===== config.mk =====
export PLATFORM = sky130hd
export DESIGN_NAME = pgfc_ctrl
export DESIGN_NICKNAME = d
export VERILOG_FILES = /design/src/rtl/pgfc_ctrl.v
export VERILOG_INCLUDE_DIRS = /design/src /design/src/include
export SDC_FILE = /design/constraint.sdc
export NUM_CORES = 1
export LEC_CHECK = 0
export ABC_AREA = 1
export BUFFER_PORTS_ARGS = -buffer_cell sky130_fd_sc_hd__buf_4
export CAP_MARGIN = 20
export CORE_MARGIN = 2
export CORE_UTILIZATION = 45
export CTS_CLUSTER_DIAMETER = 100
export DETAILED_ROUTE_END_ITERATION = 16
export GPL_TIMING_DRIVEN = 0
export RECOVER_POWER = 50
export SYNTH_ARGS = -nofsm -noshare
export SYNTH_HDL_FRONTEND = slang
export SYNTH_SLANG_ARGS = --single-unit
export TNS_END_PERCENT = 10

===== constraint.sdc =====
create_clock -name clk_sys -period 1.7 [get_ports clk_sys]
set_input_delay 0.51 -clock clk_sys [delete_from_list [all_inputs] [get_ports clk_sys]]
set_output_delay 0.51 -clock clk_sys [all_outputs]
set_load 0.05 [all_outputs]

===== src/include/pgfc_defs.vh =====
/*
 * pgfc_defs.vh - register map, field positions, reset values and timing
 * counts of the amplifier fault, pin and input switch control block.
 * Assumes a 100 MHz system clock; included by bare name.
 */
`ifndef PGFC_DEFS_VH
`define PGFC_DEFS_VH

// register addresses on the serial port
`define PGFC_ADDR_ANALOG_ERR   7'h04
`define PGFC_ADDR_PIN_DATA     7'h05
`define PGFC_ADDR_INPUT_SW     7'h06
`define PGFC_ADDR_WIRE_BREAK   7'h07
`define PGFC_ADDR_PIN_DIR      7'h08
`define PGFC_ADDR_SEQ_SELECT   7'h09

// reset values
`define PGFC_RST_PIN_DATA      7'h00
`define PGFC_RST_INPUT_SW      7'h60
`define PGFC_RST_WIRE_BREAK    8'h02
`define PGFC_RST_PIN_DIR       7'h00
`define PGFC_RST_SEQ_SELECT    7'h00

// analog error flag bit positions
`define PGFC_BIT_GAIN_RST      7
`define PGFC_BIT_OUT_OVL       2
`define PGFC_BIT_IN_OVL        1
`define PGFC_BIT_MUX_OV        0

// wire break register fields
`define PGFC_BIT_WB_GAIN_DIS   7
`define PGFC_BIT_WB_SW_FIRST   3
`define PGFC_BIT_WB_SW_SECOND  2

// serial frame: one header byte then one data byte
`define PGFC_FRAME_BITS        5'd16
`define PGFC_HDR_BITS          5'd8

// sequencer slot that addresses this device itself
`define PGFC_SLOT_SELF         3'h7

// timing
`define PGFC_CLK_MHZ           100
`define PGFC_IOVL_TIME_US      200
// counts are time times clock rate, sized to the counters they load
`define PGFC_IOVL_CYC          16'd20000
`define PGFC_RESTORE_TIME_US   20
`define PGFC_RESTORE_CYC       12'd2000

`endif


===== src/rtl/pgfc_ctrl.v =====
/*
 * pgfc_ctrl - control register logic of the amplifier front end: fault
 * flags, gain reset, mux overvoltage protect and restore, seven pins,
 * input switches, wire break test and sequential chip select.
 * Assumes a host serial port (mode 0, 16-bit frames) and analog
 * condition levels that are asynchronous to clk_sys.
 */
// What this block does
// RL1 - output overload flag sets, write-one clears
// RL2 - input overload flag sets, write-one clears
// RL3 - long input overload resets gain, sets flag
// RL4 - overvoltage sets flag, opens all input switches
// RL5 - restore switches after 20 us in range
// RL6 - nonlatched overvoltage flag clears at restore
// RL7 - output pins drive their data bits
// RL8 - input pins read pin level, ignore writes
// RL9 - switch bits close switches; channel one default
// RL10 - channel pairs exclusive unless protection disabled
// RL11 - test path bits connect test mux
// RL12 - short bit ties amplifier inputs together
// RL13 - wire break switches close, both allowed
// RL14 - wire break forces default gain, readback kept
// RL15 - override disable keeps programmed gain
// RL16 - two-bit field selects break current
// RL17 - direction bit one means output; reset inputs
// RL18 - selected output pins become chip selects
// RL19 - host pulses rotate through pins, then device
// RL20 - ascending order, restart on map write
// RL21 - host counts its own chip-select pulses
// RL22 - fault output ORs all unmasked flags
// RL23 - flags except gain reset latched unless latch disable set
// RL24 - mask bit disables its error flag
`timescale 1ns/10ps
`default_nettype none
`include "pgfc_defs.vh"

module pgfc_ctrl #(
    parameter [15:0] GAIN_RESET_CYCLES = `PGFC_IOVL_CYC
) (
    input  wire       clk_sys,
    input  wire       nrst,
    input  wire       clk_en,
    input  wire       spi_cs_n,
    input  wire       spi_sclk,
    input  wire       spi_mosi,
    output wire       spi_miso,
    output wire       spi_miso_oe,
    input  wire       out_overload_cond,
    input  wire       in_overload_cond,
    input  wire       mux_overvoltage_cond,
    input  wire       flag_latch_disable,
    input  wire       channel_exclusion_disable,
    input  wire [3:0] error_mask,
    input  wire       other_fault_flags,
    input  wire [6:0] gpio_in,
    output wire [6:0] gpio_out,
    output wire [6:0] gpio_oe,
    output wire [6:0] switch_closed,
    output wire [1:0] break_current_switch,
    output wire [1:0] break_current_select,
    output wire       gain_force_default,
    output wire       gain_reset_pulse,
    output wire       fault_int
);

    localparam [11:0] RESTORE_CYCLES = `PGFC_RESTORE_CYC;

    // next slot after ptr among enabled pins, lowest index first
    function [2:0] next_slot;
        input [2:0] ptr;
        input [6:0] en;
        integer i;
        begin
            next_slot = `PGFC_SLOT_SELF;
            for (i = 6; i >= 0; i = i - 1) begin
                if (en[i] && ((ptr == `PGFC_SLOT_SELF) || (i > ptr))) begin
                    next_slot = i[2:0];
                end
            end
        end
    endfunction

    // channel one wins when both pairs are asked for
    function [6:0] exclude;
        input [6:0] sw;
        input       dis;
        begin
            exclude = sw;
            if (!dis && (|sw[6:5]) && (|sw[4:3])) begin
                exclude[4:3] = 2'b00;
            end
        end
    endfunction

    // synchroniser chains: [0] first stage, [1] usable, [2] edge history
    reg [2:0]  cs_sync_reg;
    reg [2:0]  sclk_sync_reg;
    reg [1:0]  mosi_sync_reg;
    reg [1:0]  oovl_sync_reg;
    reg [1:0]  iovl_sync_reg;
    reg [1:0]  mov_sync_reg;
    reg [13:0] gpin_sync_reg;

    reg [4:0]  bit_cnt_reg;
    reg [14:0] shift_reg;
    reg [7:0]  hdr_reg;
    reg [7:0]  tx_reg;
    reg        miso_reg;

    reg [6:0]  pin_data_reg;
    reg [6:0]  input_sw_reg;
    reg [7:0]  wire_break_reg;
    reg [6:0]  pin_dir_reg;
    reg [6:0]  seq_map_reg;
    reg [2:0]  slot_reg;
    reg [6:0]  gpio_out_reg;
    reg [6:0]  switch_reg;

    reg        out_flag_reg;
    reg        in_flag_reg;
    reg        mov_flag_reg;
    reg        grst_flag_reg;
    reg        mux_open_reg;
    reg [11:0] restore_cnt_reg;
    reg [15:0] iovl_cnt_reg;
    reg        grst_pulse_reg;

    wire       cs_low    = ~cs_sync_reg[1];
    wire       cs_rise   = cs_sync_reg[1] & ~cs_sync_reg[2];
    wire       cs_fall   = ~cs_sync_reg[1] & cs_sync_reg[2];
    wire       sclk_rise = sclk_sync_reg[1] & ~sclk_sync_reg[2];
    wire       sclk_fall = ~sclk_sync_reg[1] & sclk_sync_reg[2];
    wire       self_sel  = (slot_reg == `PGFC_SLOT_SELF);
    wire       frame_act = cs_low & self_sel;
    wire       mosi_s    = mosi_sync_reg[1];
    wire [6:0] pin_s     = gpin_sync_reg[13:7];
    wire [6:0] seq_en    = seq_map_reg & pin_dir_reg;

    // header byte complete on this edge; msb set means read
    wire       hdr_done  = frame_act & sclk_rise & (bit_cnt_reg == `PGFC_HDR_BITS - 5'd1);
    wire [7:0] hdr_now   = {shift_reg[6:0], mosi_s};
    wire       wr_en     = frame_act & sclk_rise & ~hdr_reg[7]
                           & (bit_cnt_reg == `PGFC_FRAME_BITS - 5'd1);
    wire [6:0] wr_addr   = hdr_reg[6:0];
    wire [7:0] wr_data   = {shift_reg[6:0], mosi_s};

    wire       wr_analog = wr_en & (wr_addr == `PGFC_ADDR_ANALOG_ERR);
    wire [7:0] w1c       = wr_analog ? wr_data : 8'h00;
    wire       restore   = mux_open_reg & ~mov_sync_reg[1]
                           & (restore_cnt_reg == RESTORE_CYCLES - 12'd1);

    // read data mux; input pins report the sampled level
    reg [7:0] rd_data;
    always @* begin
        case (hdr_now[6:0])
            `PGFC_ADDR_ANALOG_ERR: rd_data = {grst_flag_reg, 4'h0, out_flag_reg,
                                              in_flag_reg, mov_flag_reg};
            // RL8 input pins read back
            `PGFC_ADDR_PIN_DATA:   rd_data = {1'b0, (pin_data_reg & pin_dir_reg)
                                              | (pin_s & ~pin_dir_reg)};
            `PGFC_ADDR_INPUT_SW:   rd_data = {1'b0, input_sw_reg};
            `PGFC_ADDR_WIRE_BREAK: rd_data = {wire_break_reg[7], 3'h0, wire_break_reg[3:0]};
            `PGFC_ADDR_PIN_DIR:    rd_data = {1'b0, pin_dir_reg};
            `PGFC_ADDR_SEQ_SELECT: rd_data = {1'b0, seq_map_reg};
            default:               rd_data = 8'h00;
        endcase
    end

    // two-flop synchronisers on every pin and analog level
    always @(posedge clk_sys or negedge nrst) begin
        if (!nrst) begin
            cs_sync_reg   <= 3'h7;
            sclk_sync_reg <= 3'h0;
            mosi_sync_reg <= 2'h0;
            oovl_sync_reg <= 2'h0;
            iovl_sync_reg <= 2'h0;
            mov_sync_reg  <= 2'h0;
            gpin_sync_reg <= 14'h0000;
        end else if (clk_en) begin
            cs_sync_reg   <= {cs_sync_reg[1:0], spi_cs_n};
            sclk_sync_reg <= {sclk_sync_reg[1:0], spi_sclk};
            mosi_sync_reg <= {mosi_sync_reg[0], spi_mosi};
            oovl_sync_reg <= {oovl_sync_reg[0], out_overload_cond};
            iovl_sync_reg <= {iovl_sync_reg[0], in_overload_cond};
            mov_sync_reg  <= {mov_sync_reg[0], mux_overvoltage_cond};
            gpin_sync_reg <= {gpin_sync_reg[6:0], gpio_in};
        end
    end

    // serial frame: 8 header bits in, then 8 data bits in or out
    always @(posedge clk_sys or negedge nrst) begin
        if (!nrst) begin
            bit_cnt_reg <= 5'd0;
            shift_reg   <= 15'h0000;
            hdr_reg     <= 8'h00;
            tx_reg      <= 8'h00;
            miso_reg    <= 1'b0;
        end else if (clk_en) begin
            if (cs_fall) begin
                bit_cnt_reg <= 5'd0;
                miso_reg    <= 1'b0;
            end else if (frame_act && sclk_rise && bit_cnt_reg != `PGFC_FRAME_BITS) begin
                shift_reg   <= {shift_reg[13:0], mosi_s};
                bit_cnt_reg <= bit_cnt_reg + 5'd1;
                if (hdr_done) begin
                    hdr_reg <= hdr_now;
                    tx_reg  <= rd_data;
                end
            end else if (frame_act && sclk_fall && bit_cnt_reg >= `PGFC_HDR_BITS
                         && hdr_reg[7]) begin
                // data changes on the falling edge, msb first
                miso_reg <= tx_reg[7];
                tx_reg   <= {tx_reg[6:0], 1'b0};
            end
        end
    end

    // control registers written by the host
    always @(posedge clk_sys or negedge nrst) begin
        if (!nrst) begin
            pin_data_reg   <= `PGFC_RST_PIN_DATA;
            input_sw_reg   <= `PGFC_RST_INPUT_SW;
            wire_break_reg <= `PGFC_RST_WIRE_BREAK;
            pin_dir_reg    <= `PGFC_RST_PIN_DIR;
            seq_map_reg    <= `PGFC_RST_SEQ_SELECT;
        end else if (clk_en && wr_en) begin
            case (wr_addr)
                // RL8 writes to input bits ignored
                `PGFC_ADDR_PIN_DATA:   pin_data_reg <= (wr_data[6:0] & pin_dir_reg)
                                                       | (pin_data_reg & ~pin_dir_reg);
                // RL9 programmed switch image kept
                `PGFC_ADDR_INPUT_SW:   input_sw_reg <= wr_data[6:0];
                `PGFC_ADDR_WIRE_BREAK: wire_break_reg <= {wr_data[7], 3'h0, wr_data[3:0]};
                // RL17 direction per pin
                `PGFC_ADDR_PIN_DIR:    pin_dir_reg <= wr_data[6:0];
                `PGFC_ADDR_SEQ_SELECT: seq_map_reg <= wr_data[6:0];
                default:               pin_data_reg <= pin_data_reg;
            endcase
        end
    end

    // sequential chip select pointer; slot 7 is the device itself
    always @(posedge clk_sys or negedge nrst) begin
        if (!nrst) begin
            slot_reg <= `PGFC_SLOT_SELF;
        end else if (clk_en) begin
            if (wr_en && wr_addr == `PGFC_ADDR_SEQ_SELECT) begin
                // RL20 restart via self
                slot_reg <= `PGFC_SLOT_SELF; // a mid-frame move would glitch a pin low
            end else if (cs_rise) begin
                // RL19 advance at pulse end
                slot_reg <= next_slot(slot_reg, seq_en);
            end
        end
    end

    // pin drivers and effective switch states, registered
    integer p;
    always @(posedge clk_sys or negedge nrst) begin
        if (!nrst) begin
            gpio_out_reg <= 7'h7f & `PGFC_RST_PIN_DATA;
            switch_reg   <= `PGFC_RST_INPUT_SW;
        end else if (clk_en) begin
            for (p = 0; p < 7; p = p + 1) begin
                // RL18 chip select passes the host pulse
                if (seq_en[p]) begin
                    gpio_out_reg[p] <= (slot_reg == p[2:0]) ? cs_sync_reg[1] : 1'b1;
                end else begin
                    // RL7 plain data drive
                    gpio_out_reg[p] <= pin_data_reg[p];
                end
            end
            // RL4 overvoltage opens everything
            // RL10 pair exclusion
            // RL11 test path and RL12 short follow bits
            switch_reg <= mux_open_reg ? 7'h00
                          : exclude(input_sw_reg, channel_exclusion_disable);
        end
    end

    // overvoltage protect, restore timer and input overload timer
    always @(posedge clk_sys or negedge nrst) begin
        if (!nrst) begin
            mux_open_reg    <= 1'b0;
            restore_cnt_reg <= 12'd0;
            iovl_cnt_reg    <= 16'd0;
            grst_pulse_reg  <= 1'b0;
        end else if (clk_en) begin
            if (mov_sync_reg[1]) begin
                mux_open_reg    <= 1'b1;
                restore_cnt_reg <= 12'd0;
            end else if (restore) begin
                // RL5 reapply after 20 us in range
                mux_open_reg    <= 1'b0;
                restore_cnt_reg <= 12'd0;
            end else if (mux_open_reg) begin
                restore_cnt_reg <= restore_cnt_reg + 12'd1;
            end
            // RL3 one gain reset per long overload
            grst_pulse_reg <= iovl_sync_reg[1]
                              && (iovl_cnt_reg == GAIN_RESET_CYCLES - 16'd1);
            if (!iovl_sync_reg[1]) begin
                iovl_cnt_reg <= 16'd0;
            end else if (iovl_cnt_reg != GAIN_RESET_CYCLES) begin
                iovl_cnt_reg <= iovl_cnt_reg + 16'd1;
            end
        end
    end

    // error flags; a set in the clearing cycle wins
    always @(posedge clk_sys or negedge nrst) begin
        if (!nrst) begin
            out_flag_reg  <= 1'b0;
            in_flag_reg   <= 1'b0;
            mov_flag_reg  <= 1'b0;
            grst_flag_reg <= 1'b0;
        end else if (clk_en) begin
            // RL23 transparent or latched
            // RL24 masked flags never set
            // RL1 output overload flag
            out_flag_reg <= ~error_mask[2] & (flag_latch_disable ? oovl_sync_reg[1]
                            : (oovl_sync_reg[1] | (out_flag_reg & ~w1c[`PGFC_BIT_OUT_OVL])));
            // RL2 input overload flag
            in_flag_reg  <= ~error_mask[1] & (flag_latch_disable ? iovl_sync_reg[1]
                            : (iovl_sync_reg[1] | (in_flag_reg & ~w1c[`PGFC_BIT_IN_OVL])));
            // RL6 nonlatched clears at restore
            mov_flag_reg <= ~error_mask[0] & (mov_sync_reg[1] | (mov_flag_reg
                            & ~(flag_latch_disable ? restore : w1c[`PGFC_BIT_MUX_OV])));
            // RL3 gain reset flag
            grst_flag_reg <= ~error_mask[3] & (grst_pulse_reg
                             | (grst_flag_reg & ~w1c[`PGFC_BIT_GAIN_RST]));
        end
    end

    assign spi_miso             = miso_reg;
    assign spi_miso_oe          = frame_act;
    // RL17 output enable per direction bit
    assign gpio_oe              = pin_dir_reg;
    assign gpio_out             = gpio_out_reg;
    assign switch_closed        = switch_reg;
    // RL13 both break switches may close
    assign break_current_switch = {wire_break_reg[`PGFC_BIT_WB_SW_FIRST],
                                   wire_break_reg[`PGFC_BIT_WB_SW_SECOND]};
    // RL16 code goes to both sources
    assign break_current_select = wire_break_reg[1:0];
    // RL14 force default gain; RL15 disable keeps it
    assign gain_force_default   = (wire_break_reg[`PGFC_BIT_WB_SW_FIRST]
                                   | wire_break_reg[`PGFC_BIT_WB_SW_SECOND])
                                  & ~wire_break_reg[`PGFC_BIT_WB_GAIN_DIS];
    assign gain_reset_pulse     = grst_pulse_reg;
    // RL22 fault is OR of unmasked flags
    assign fault_int            = out_flag_reg | in_flag_reg | mov_flag_reg
                                  | grst_flag_reg | other_fault_flags;

endmodule // pgfc_ctrl
`default_nettype wire


==> results of run 1 <==
[through the flow]
| stage | total power, W | hold WS, ps | TNS, ps | setup WS, ps |
|---|---|---|---|---|
| after global placement | 0.00549 | 454 | -106040 | -546 |
| final | 0.00993 | 284 | -7800 | -323 |
| after floorplan | 0.00492 | 214 | -918 | -59.8 |
| after detailed placement | 0.00551 | 452 | -39280 | -544 |
| after global routing | 0.0104 | 284 | -16050 | -367 |
| after CTS | 0.00986 | 24.2 | -9940 | -358 |
[power groups by stage]
stage | Sequential (W) | Clock [W] | Combinational [W]
3_5_place_dp | 0.00397 | 0 | 0.00154
2_1_floorplan | 0.00397 | 0 | 0.000948
4_1_cts | 0.00395 | 0.00423 | 0.00168
5_1_grt | 0.00401 | 0.00437 | 0.00198
3_3_place_gp | 0.00397 | 0 | 0.00152
6_report | 0.00397 | 0.00417 | 0.00180
[worst max-delay path, stage by stage, from the launching register on]
cell	delay [ps]
dfstp_2	630
nor2_4	60
nand2_4	110
clkinvlp_4	120
buf_8	160
[per-layer routing]
layer  vias up  track usage  share of wire
met4         0       0.0870          0.017
met2       192        0.387           0.46
met5         -            0              0
li1       3140            -              -
met3        26       0.0528          0.057
met1      2966        0.343           0.46
[placed cells by master, fill, tap and decap left out, types with 5 or more instances in the layout]
cell,Yosys,layout
nand2_4,0,6
nor2_4,1,7
nand2_1,253,244
buf_6,1,14
a21oi_1,37,34
nand3_1,54,48
dfstp_2,11,11
o21ai_1,2,30
clkbuf_16,0,17
inv_1,92,83
buf_4,5,61
nand2_2,3,5
nor2_2,2,8
o21ai_0,113,79
nor2_1,85,73
bufinv_16,0,5
clkbuf_1,13,8
o21ai_2,0,6
xor2_1,10,10
dfrtp_1,130,125
nor3_1,18,10
nor3_4,1,5
nand3_4,0,5
nand4_1,23,23
clkbuf_8,0,5
dfrtp_2,0,5
[final cells by class]
cell class                 instances  area share
clock inverter                    13      0.0235
clock buffer                      19      0.0504
multi-input combinational        638       0.371
tap                              211      0.0294
buffer                            27      0.0224
antenna                            1    0.000278
sequential                       141       0.395
inverter                          94      0.0414
timing repair buffer              71      0.0666
[cell families after synthesis]
| group | count (synthesis) |
|---|---|
| and+or+nand+nor | 453 |
| xor gates and xnor gates | 11 |
| AOI/OAI and AO/OA | 167 |
| buffers and inverters | 123 |
| muxes | 1 |
| DFF | 141 |
| adders and majority gates | 6 |
[what timing repair did]
| item | 4_1_cts | 5_1_grt |
|---|---|---|
| pin swaps | 8 | 10 |
| endpoints found under the setup margin | 93 | 100 |
| cloned | 1 | 1 |
| resized for setup | 84 | 72 |
| buffers inserted | 8 | 8 |
[worst min-delay path by stage]
stage | endpoint | cells after the start | slack [ps] | startpoint
after floorplan | asynchronous set/reset pin | 0 | 210 | nrst
after global placement | cs_sync_reg[0]$_DFFE_PN1P_ | 2 | 450 | cs_sync_reg[0]$_DFFE_PN1P_
after detailed placement | cs_sync_reg[0]$_DFFE_PN1P_ | 2 | 450 | cs_sync_reg[0]$_DFFE_PN1P_
after CTS | wire_break_reg[7]$_DFFE_PN0P_ | 1 | 20 | nrst
after global routing | gpin_sync_reg[2]$_DFFE_PN0P_ | 3 | 280 | gpio_in[2]
final | gpin_sync_reg[3]$_DFFE_PN0P_ | 3 | 280 | gpio_in[3]
==> impl_metrics.csv, run 1 <==
group,metric,value,unit
timing,layout_setup_ws,-323,ps
power,swShare,0.303,
power,power_density,1110,mW/mm^2
routing,ant_nets,0,
place,io_buffers,52,
worst_setup_path,cp-startpoint,"cs_sync_reg[1]$_DFFE_PN1P_",
synthesis,synth_area_leaders,"dfrtp_1, nand2_1, o21ai_0",
synthesis,yosys_warnings,0,
cells_and_area,nNetsFinal,1019,
routing,drc_errors,0,
synthesis,seq_area_frac_synth,0.503,
cells_and_area,final_util,0.589,
clock_network,cts.reportedPaths.clkPinSlew,60,ps
worst_setup_path,cp-endpoint,"spi_miso_oe",
worst_setup_path,reg2reg_depth,10,
floorplan,core-area,0.0153,mm^2
worst_setup_path,r2r_slack,-220,ps
timing,min_period_over_period,1.19,
floorplan,num_rows,45,
cells_and_area,largest_register_ffs,16,
synthesis,yosysTopAreaCell,"dfrtp_1",
routing,wl,19300,um
floorplan,ios,53,
timing,slew_headroom,0.198,
power,clkPwrFrac,0.420,
synthesis,netlist_area,0.00704,mm^2
place,gp_congestion,0.898,
worst_setup_path,crit_path_max_fanout,7,
timing,setup_viol,63,
place,dp_cells,1166,
worst_setup_path,cp.arrival,1510,ps
synthesis,avgSynthCellArea,7.81,um^2
floorplan,start_util,0.461,
synthesis,synth_mux_area_frac,0.00142,
clock_network,clockRootBuffer,"clkbuf_16",
synthesis,synthesis.nets,931,
synthesis,ys_ff_latch,141,
floorplan,dieHeight,129,um
clock_network,h-tree-depth,4,
run,drv_cap,0,
synthesis,synthAdderAreaFrac,0.0107,
cells_and_area,final_cells,1215,
cells_and_area,fillCellCount,1422,
timing,tightest_slew,1200,ps
cells_and_area,drive_above_1_share,0.206,
power,leakagePower,4.11,nW
worst_setup_path,critPathKind,"flop to output pin",
routing,viasPerCell,5.20,
clock_network,clock-sinks,141,
clock_network,clock_path_buffers,2,
floorplan,die_area,0.0167,mm^2
synthesis,synth_edf_count,0,
worst_setup_path,start_kind,"flop",
routing,drtPass1Iterations,5,
synthesis,synth_xor_area_frac,0.0137,
synthesis,ys.flop_type,"dfrtp_1",
worst_setup_path,cp.required,1190,ps
synthesis,synth_top_family_by_area,"simple AND/OR/NAND/NOR gates",
power,p_comb_frac,0.181,
timing,max_freq,494,MHz
place,dp_hpwl,13600,um
routing,avgRoutedWirePerCell,15.9,um
cells_and_area,multi_input_area,0.00334,mm^2
clock_network,hold_buffers,0,
synthesis,synth_simple_gate_area_frac,0.275,
synthesis,syn_inst,902,
worst_setup_path,end_kind,"output pin",
worst_setup_path,r2r-end,"input_sw_reg[1]$_DFFE_PN0P_",
place,post_dp_cell_area,0.00777,mm^2
timing,drv_slew,0,
synthesis,ys_types,42,
clock_network,clock_latency,420,ps
clock_network,cts_buffers,17,
global_route,grt_pass1_wl,31500,um
synthesis,yosysMostFrequentCell,"nand2_1",
outcome,status,"finished, violations left",
power,vdd_drop_max,0.809,mV
timing,layout_min_cycle_time,2020,ps
worst_setup_path,regToRegStartpoint,"slot_reg[2]$_DFFE_PN1P_",
worst_hold_path,hp-class,"input port to flop",
timing,finClkSkew,6.56,ps
cells_and_area,final_area,0.00899,mm^2
routing,num_vias,6324,
global_route,grt_pass1_vias,6067,
power,p_int,0.00692,W
power,seqPwrFrac,0.400,
synthesis,synthDominantCellAreaShare,0.462,
cells_and_area,synthToLayoutAreaGrowth,27.6,%
power,p_sw,0.00301,W
cells_and_area,regArea,0.00355,mm^2
synthesis,synth-compound-area-share,0.125,
floorplan,dieWidth,129,um
synthesis,synth.top_cells.by_count,"nand2_1, dfrtp_1, o21ai_0, inv_1, nor2_1",
routing,drt-initial-drc-count,607,
timing,rsz0062_at_grt,"yes",
global_route,grt_overflow,0,
global_route,grt_max_degree,95,
global_route,antenna_found_initial,1,
timing,finalHoldViolCount,0,
clock_network,cts_tree,"done",
synthesis,async_reset_ff_frac,1.00,
outcome,violations,"negative setup slack",
global_route,grt.total_usage,0.247,
No activity file was read; power rests on OpenSTA's default activity.
==> run 2, diff against run 1 <==
--- a/config.mk
+++ b/config.mk
@@ -6,7 +6,7 @@
 export SDC_FILE = /design/constraint.sdc
 export NUM_CORES = 1
 export LEC_CHECK = 0
-export ABC_AREA = 1
+export ABC_AREA = 0
 export BUFFER_PORTS_ARGS = -buffer_cell sky130_fd_sc_hd__buf_4
 export CAP_MARGIN = 20
 export CORE_MARGIN = 2
==> impl_metrics.csv, run 2 <==
group,metric,value,unit
outcome,violations,"max-capacitance violations, max-slew violations, negative setup slack",
timing,min_period_over_period,1.19,
synthesis,synth_area_leaders,"dfrtp_1, mux2_2, dfstp_2",
synthesis,avgSynthCellArea,10.4,um^2
synthesis,async_reset_ff_frac,1.00,
clock_network,cts_tree,"done",
global_route,grt_overflow,0,
floorplan,num_rows,46,
routing,num_vias,5795,
cells_and_area,layout_common_cells,"dfrtp_1, buf_4, nand2_1",
worst_setup_path,crit_path_max_fanout,7,
power,power_density,1020,mW/mm^2
timing,max_freq,496,MHz
synthesis,seq_area_frac_synth,0.497,
power,finalPower,0.00928,W
worst_setup_path,max_stage_delay,530,ps
floorplan,core-area,0.0157,mm^2
worst_hold_path,hold_depth,2,
floorplan,ios,53,
worst_setup_path,cp.arrival,2320,ps
power,vdd_drop_max,0.761,mV
timing,finalHoldViolCount,0,
floorplan,die_area,0.0169,mm^2
cells_and_area,drive_above_1_share,0.356,
place,io_buffers,52,
routing,drt-initial-drc-count,287,
timing,layout_setup_ws,-316,ps
floorplan,dieHeight,130,um
timing,drv_slew,67,
worst_setup_path,start_kind,"flop",
run,drv_cap,1,
synthesis,synth_edf_count,0,
worst_setup_path,critPathKind,"flop to flop",
worst_hold_path,hp-class,"input port to flop",
synthesis,synthDominantCellAreaShare,0.456,
timing,layout_min_cycle_time,2020,ps
timing,setup_tns,-17370,ps
place,dp_hpwl,12900,um
global_route,grt_max_degree,76,
worst_setup_path,crit_cells,6,
global_route,antenna_found_initial,0,
synthesis,yosysMostFrequentCell,"dfrtp_1",
routing,avgRoutedWirePerCell,19.1,um
clock_network,cts.reportedPaths.clkPinSlew,60,ps
worst_setup_path,end_kind,"flop",
routing,drc_errors,0,
synthesis,yosys_warnings,0,
clock_network,clock_latency,430,ps
timing,tightest_slew,1710,ps
worst_setup_path,cp.required,2010,ps
cells_and_area,layout_commonest_cell,"dfrtp_1",
routing,ant_nets,0,
cells_and_area,largest_register_ffs,16,
global_route,grt_pass1_vias,5869,
routing,drtPass1Iterations,5,
clock_network,clock-sinks,141,
worst_setup_path,path_cells,"and4b_4 > and3_4 > nor3b_2 > and2_1 > buf_6 > mux2_4",
floorplan,start_util,0.454,
synthesis,syn_inst,683,
cells_and_area,diodes,0,
power,leakagePower,3.97,nW
synthesis,synth.top_cells.by_count,"dfrtp_1, nand2_1, mux2_2, nor2_1, o21ai_0",
cells_and_area,synthToLayoutAreaGrowth,27.1,%
routing,wl,19300,um
timing,setup_viol,96,
global_route,grt.total_usage,0.240,
synthesis,yosysTopAreaCell,"dfrtp_1",
floorplan,dieWidth,130,um
global_route,grt_pass1_wl,31000,um
clock_network,clock_path_buffers,2,
worst_setup_path,critPathSlowestCell,"dfstp_2",
outcome,status,"finished, violations left",
timing,rsz0062_at_grt,"yes",
routing,viasPerCell,5.75,
clock_network,cts_buffers,17,
place,place_ws,-748,ps
cells_and_area,final_cells,1008,
synthesis,synthesis.nets,712,
clock_network,clockRootBuffer,"clkbuf_16",
synthesis,ys_types,77,
timing,finClkSkew,7.17,ps
cells_and_area,nNetsFinal,808,
worst_setup_path,reg2reg_depth,6,
worst_setup_path,crit_family,"simple AND/OR/NAND/NOR gates",
synthesis,ys.flop_type,"dfrtp_1",
place,dp_cells,952,
worst_setup_path,worst-path-buf-inv,1,
synthesis,netlist_area,0.00713,mm^2
synthesis,ys_ff_latch,141,
clock_network,h-tree-depth,4,
timing,slew_headroom,-0.140,
place,gp_congestion,0.953,
==> run 2: changes by cell type after synthesis, moves of 14 or more <==
cell and delta:
o21ai_0 -76, a21oi_1 -14, nand2_1 -177, nand4_1 -16
nand3_1 -28, mux2_2 +74, nor2_1 -42, clkbuf_1 +16
inv_1 -70
==> run 2: repair_timing <==
item / CTS / global route
endpoints found under the setup margin: 133 / 100
resized for setup: 80 / 34
pin swaps: 31 / 13
hold buffers: 0 / 0
gates cloned: 1 / 0
buffers inserted: 30 / 1
==> run 2: kinds of logic (layout without fill, tap and decap cells) <==
| family | after synthesis | count (layout) | share of synthesized area |
|---|---|---|---|
| xor+xnor | 9 | 9 | 0.0111 |
| simple gates | 238 | 238 | 0.180 |
| flops | 141 | 141 | 0.497 |
| compound gates | 142 | 142 | 0.135 |
| fa+ha+maj | 6 | 6 | 0.0105 |
| buf+inv | 66 | 175 | 0.0398 |
| mux | 81 | 81 | 0.127 |
==> run 2: through the flow <==
step | hold WS [ps] | cell area [um^2] | utilization
2_1_floorplan | 214 | 7180 | -
3_3_place_gp | 468 | 7840 | 0.499
3_5_place_dp | 472 | 7870 | 0.501
4_1_cts | 95.5 | 8970 | 0.571
5_1_grt | 290 | 9070 | 0.577
6_report | 296 | 9070 | 0.577
==> run 2: final timing paths <==
| kind | from | endpoint | slack [ps] |
|---|---|---|---|
| setup / recovery | slot_reg[1]$_DFFE_PN1P_ | gpio_oe[4]$_DFFE_PN0P_ | -320 |
| hold / removal | error_mask[1] | in_flag_reg$_DFFE_PN0P_ | 300 |
| setup reg to reg | slot_reg[1]$_DFFE_PN1P_ | gpio_oe[4]$_DFFE_PN0P_ | -320 |
| hold reg to reg | switch_closed[6]$_DFFE_PN1P_ | switch_closed[6]$_DFFE_PN1P_ | 480 |
| max in group asynchronous | nrst | gpio_oe[3]$_DFFE_PN0P_ | 20 |
| min in group asynchronous | nrst | iovl_cnt_reg[14]$_DFFE_PN0P_ | 510 |
==> run 2: where the power goes <==
group	switching, W	leakage, nW	internal (W)	total (W)
logic	0.000905	1.82	0.000583	0.00149
registers	0.000216	1.84	0.00358	0.00380
clock network	0.00143	0.309	0.00256	0.00399
total	0.00255	3.97	0.00673	0.00928
==> run 2: final cells by class <==
class                   instances  area [um^2]
clock buffers                  21          470
inverters                      22         82.6
flip-flops and latches        141         3550
plain buffers                  36          223
well taps                     216          270
clock inverters                11          164
repair buffers                 85          693
multi-input cells             476         3610
fillers                      1351         6650
==> run 2: routing by layer <==
| layer | track usage | wire length [um] | up-vias |
|---|---|---|---|
| li1 | - | - | 2671 |
| met3 | 0.0484 | 961 | 33 |
| met2 | 0.401 | 9510 | 169 |
| met4 | 0.0892 | 372 | 0 |
| met5 | 0 | 0 | - |
| met1 | 0.311 | 8440 | 2922 |
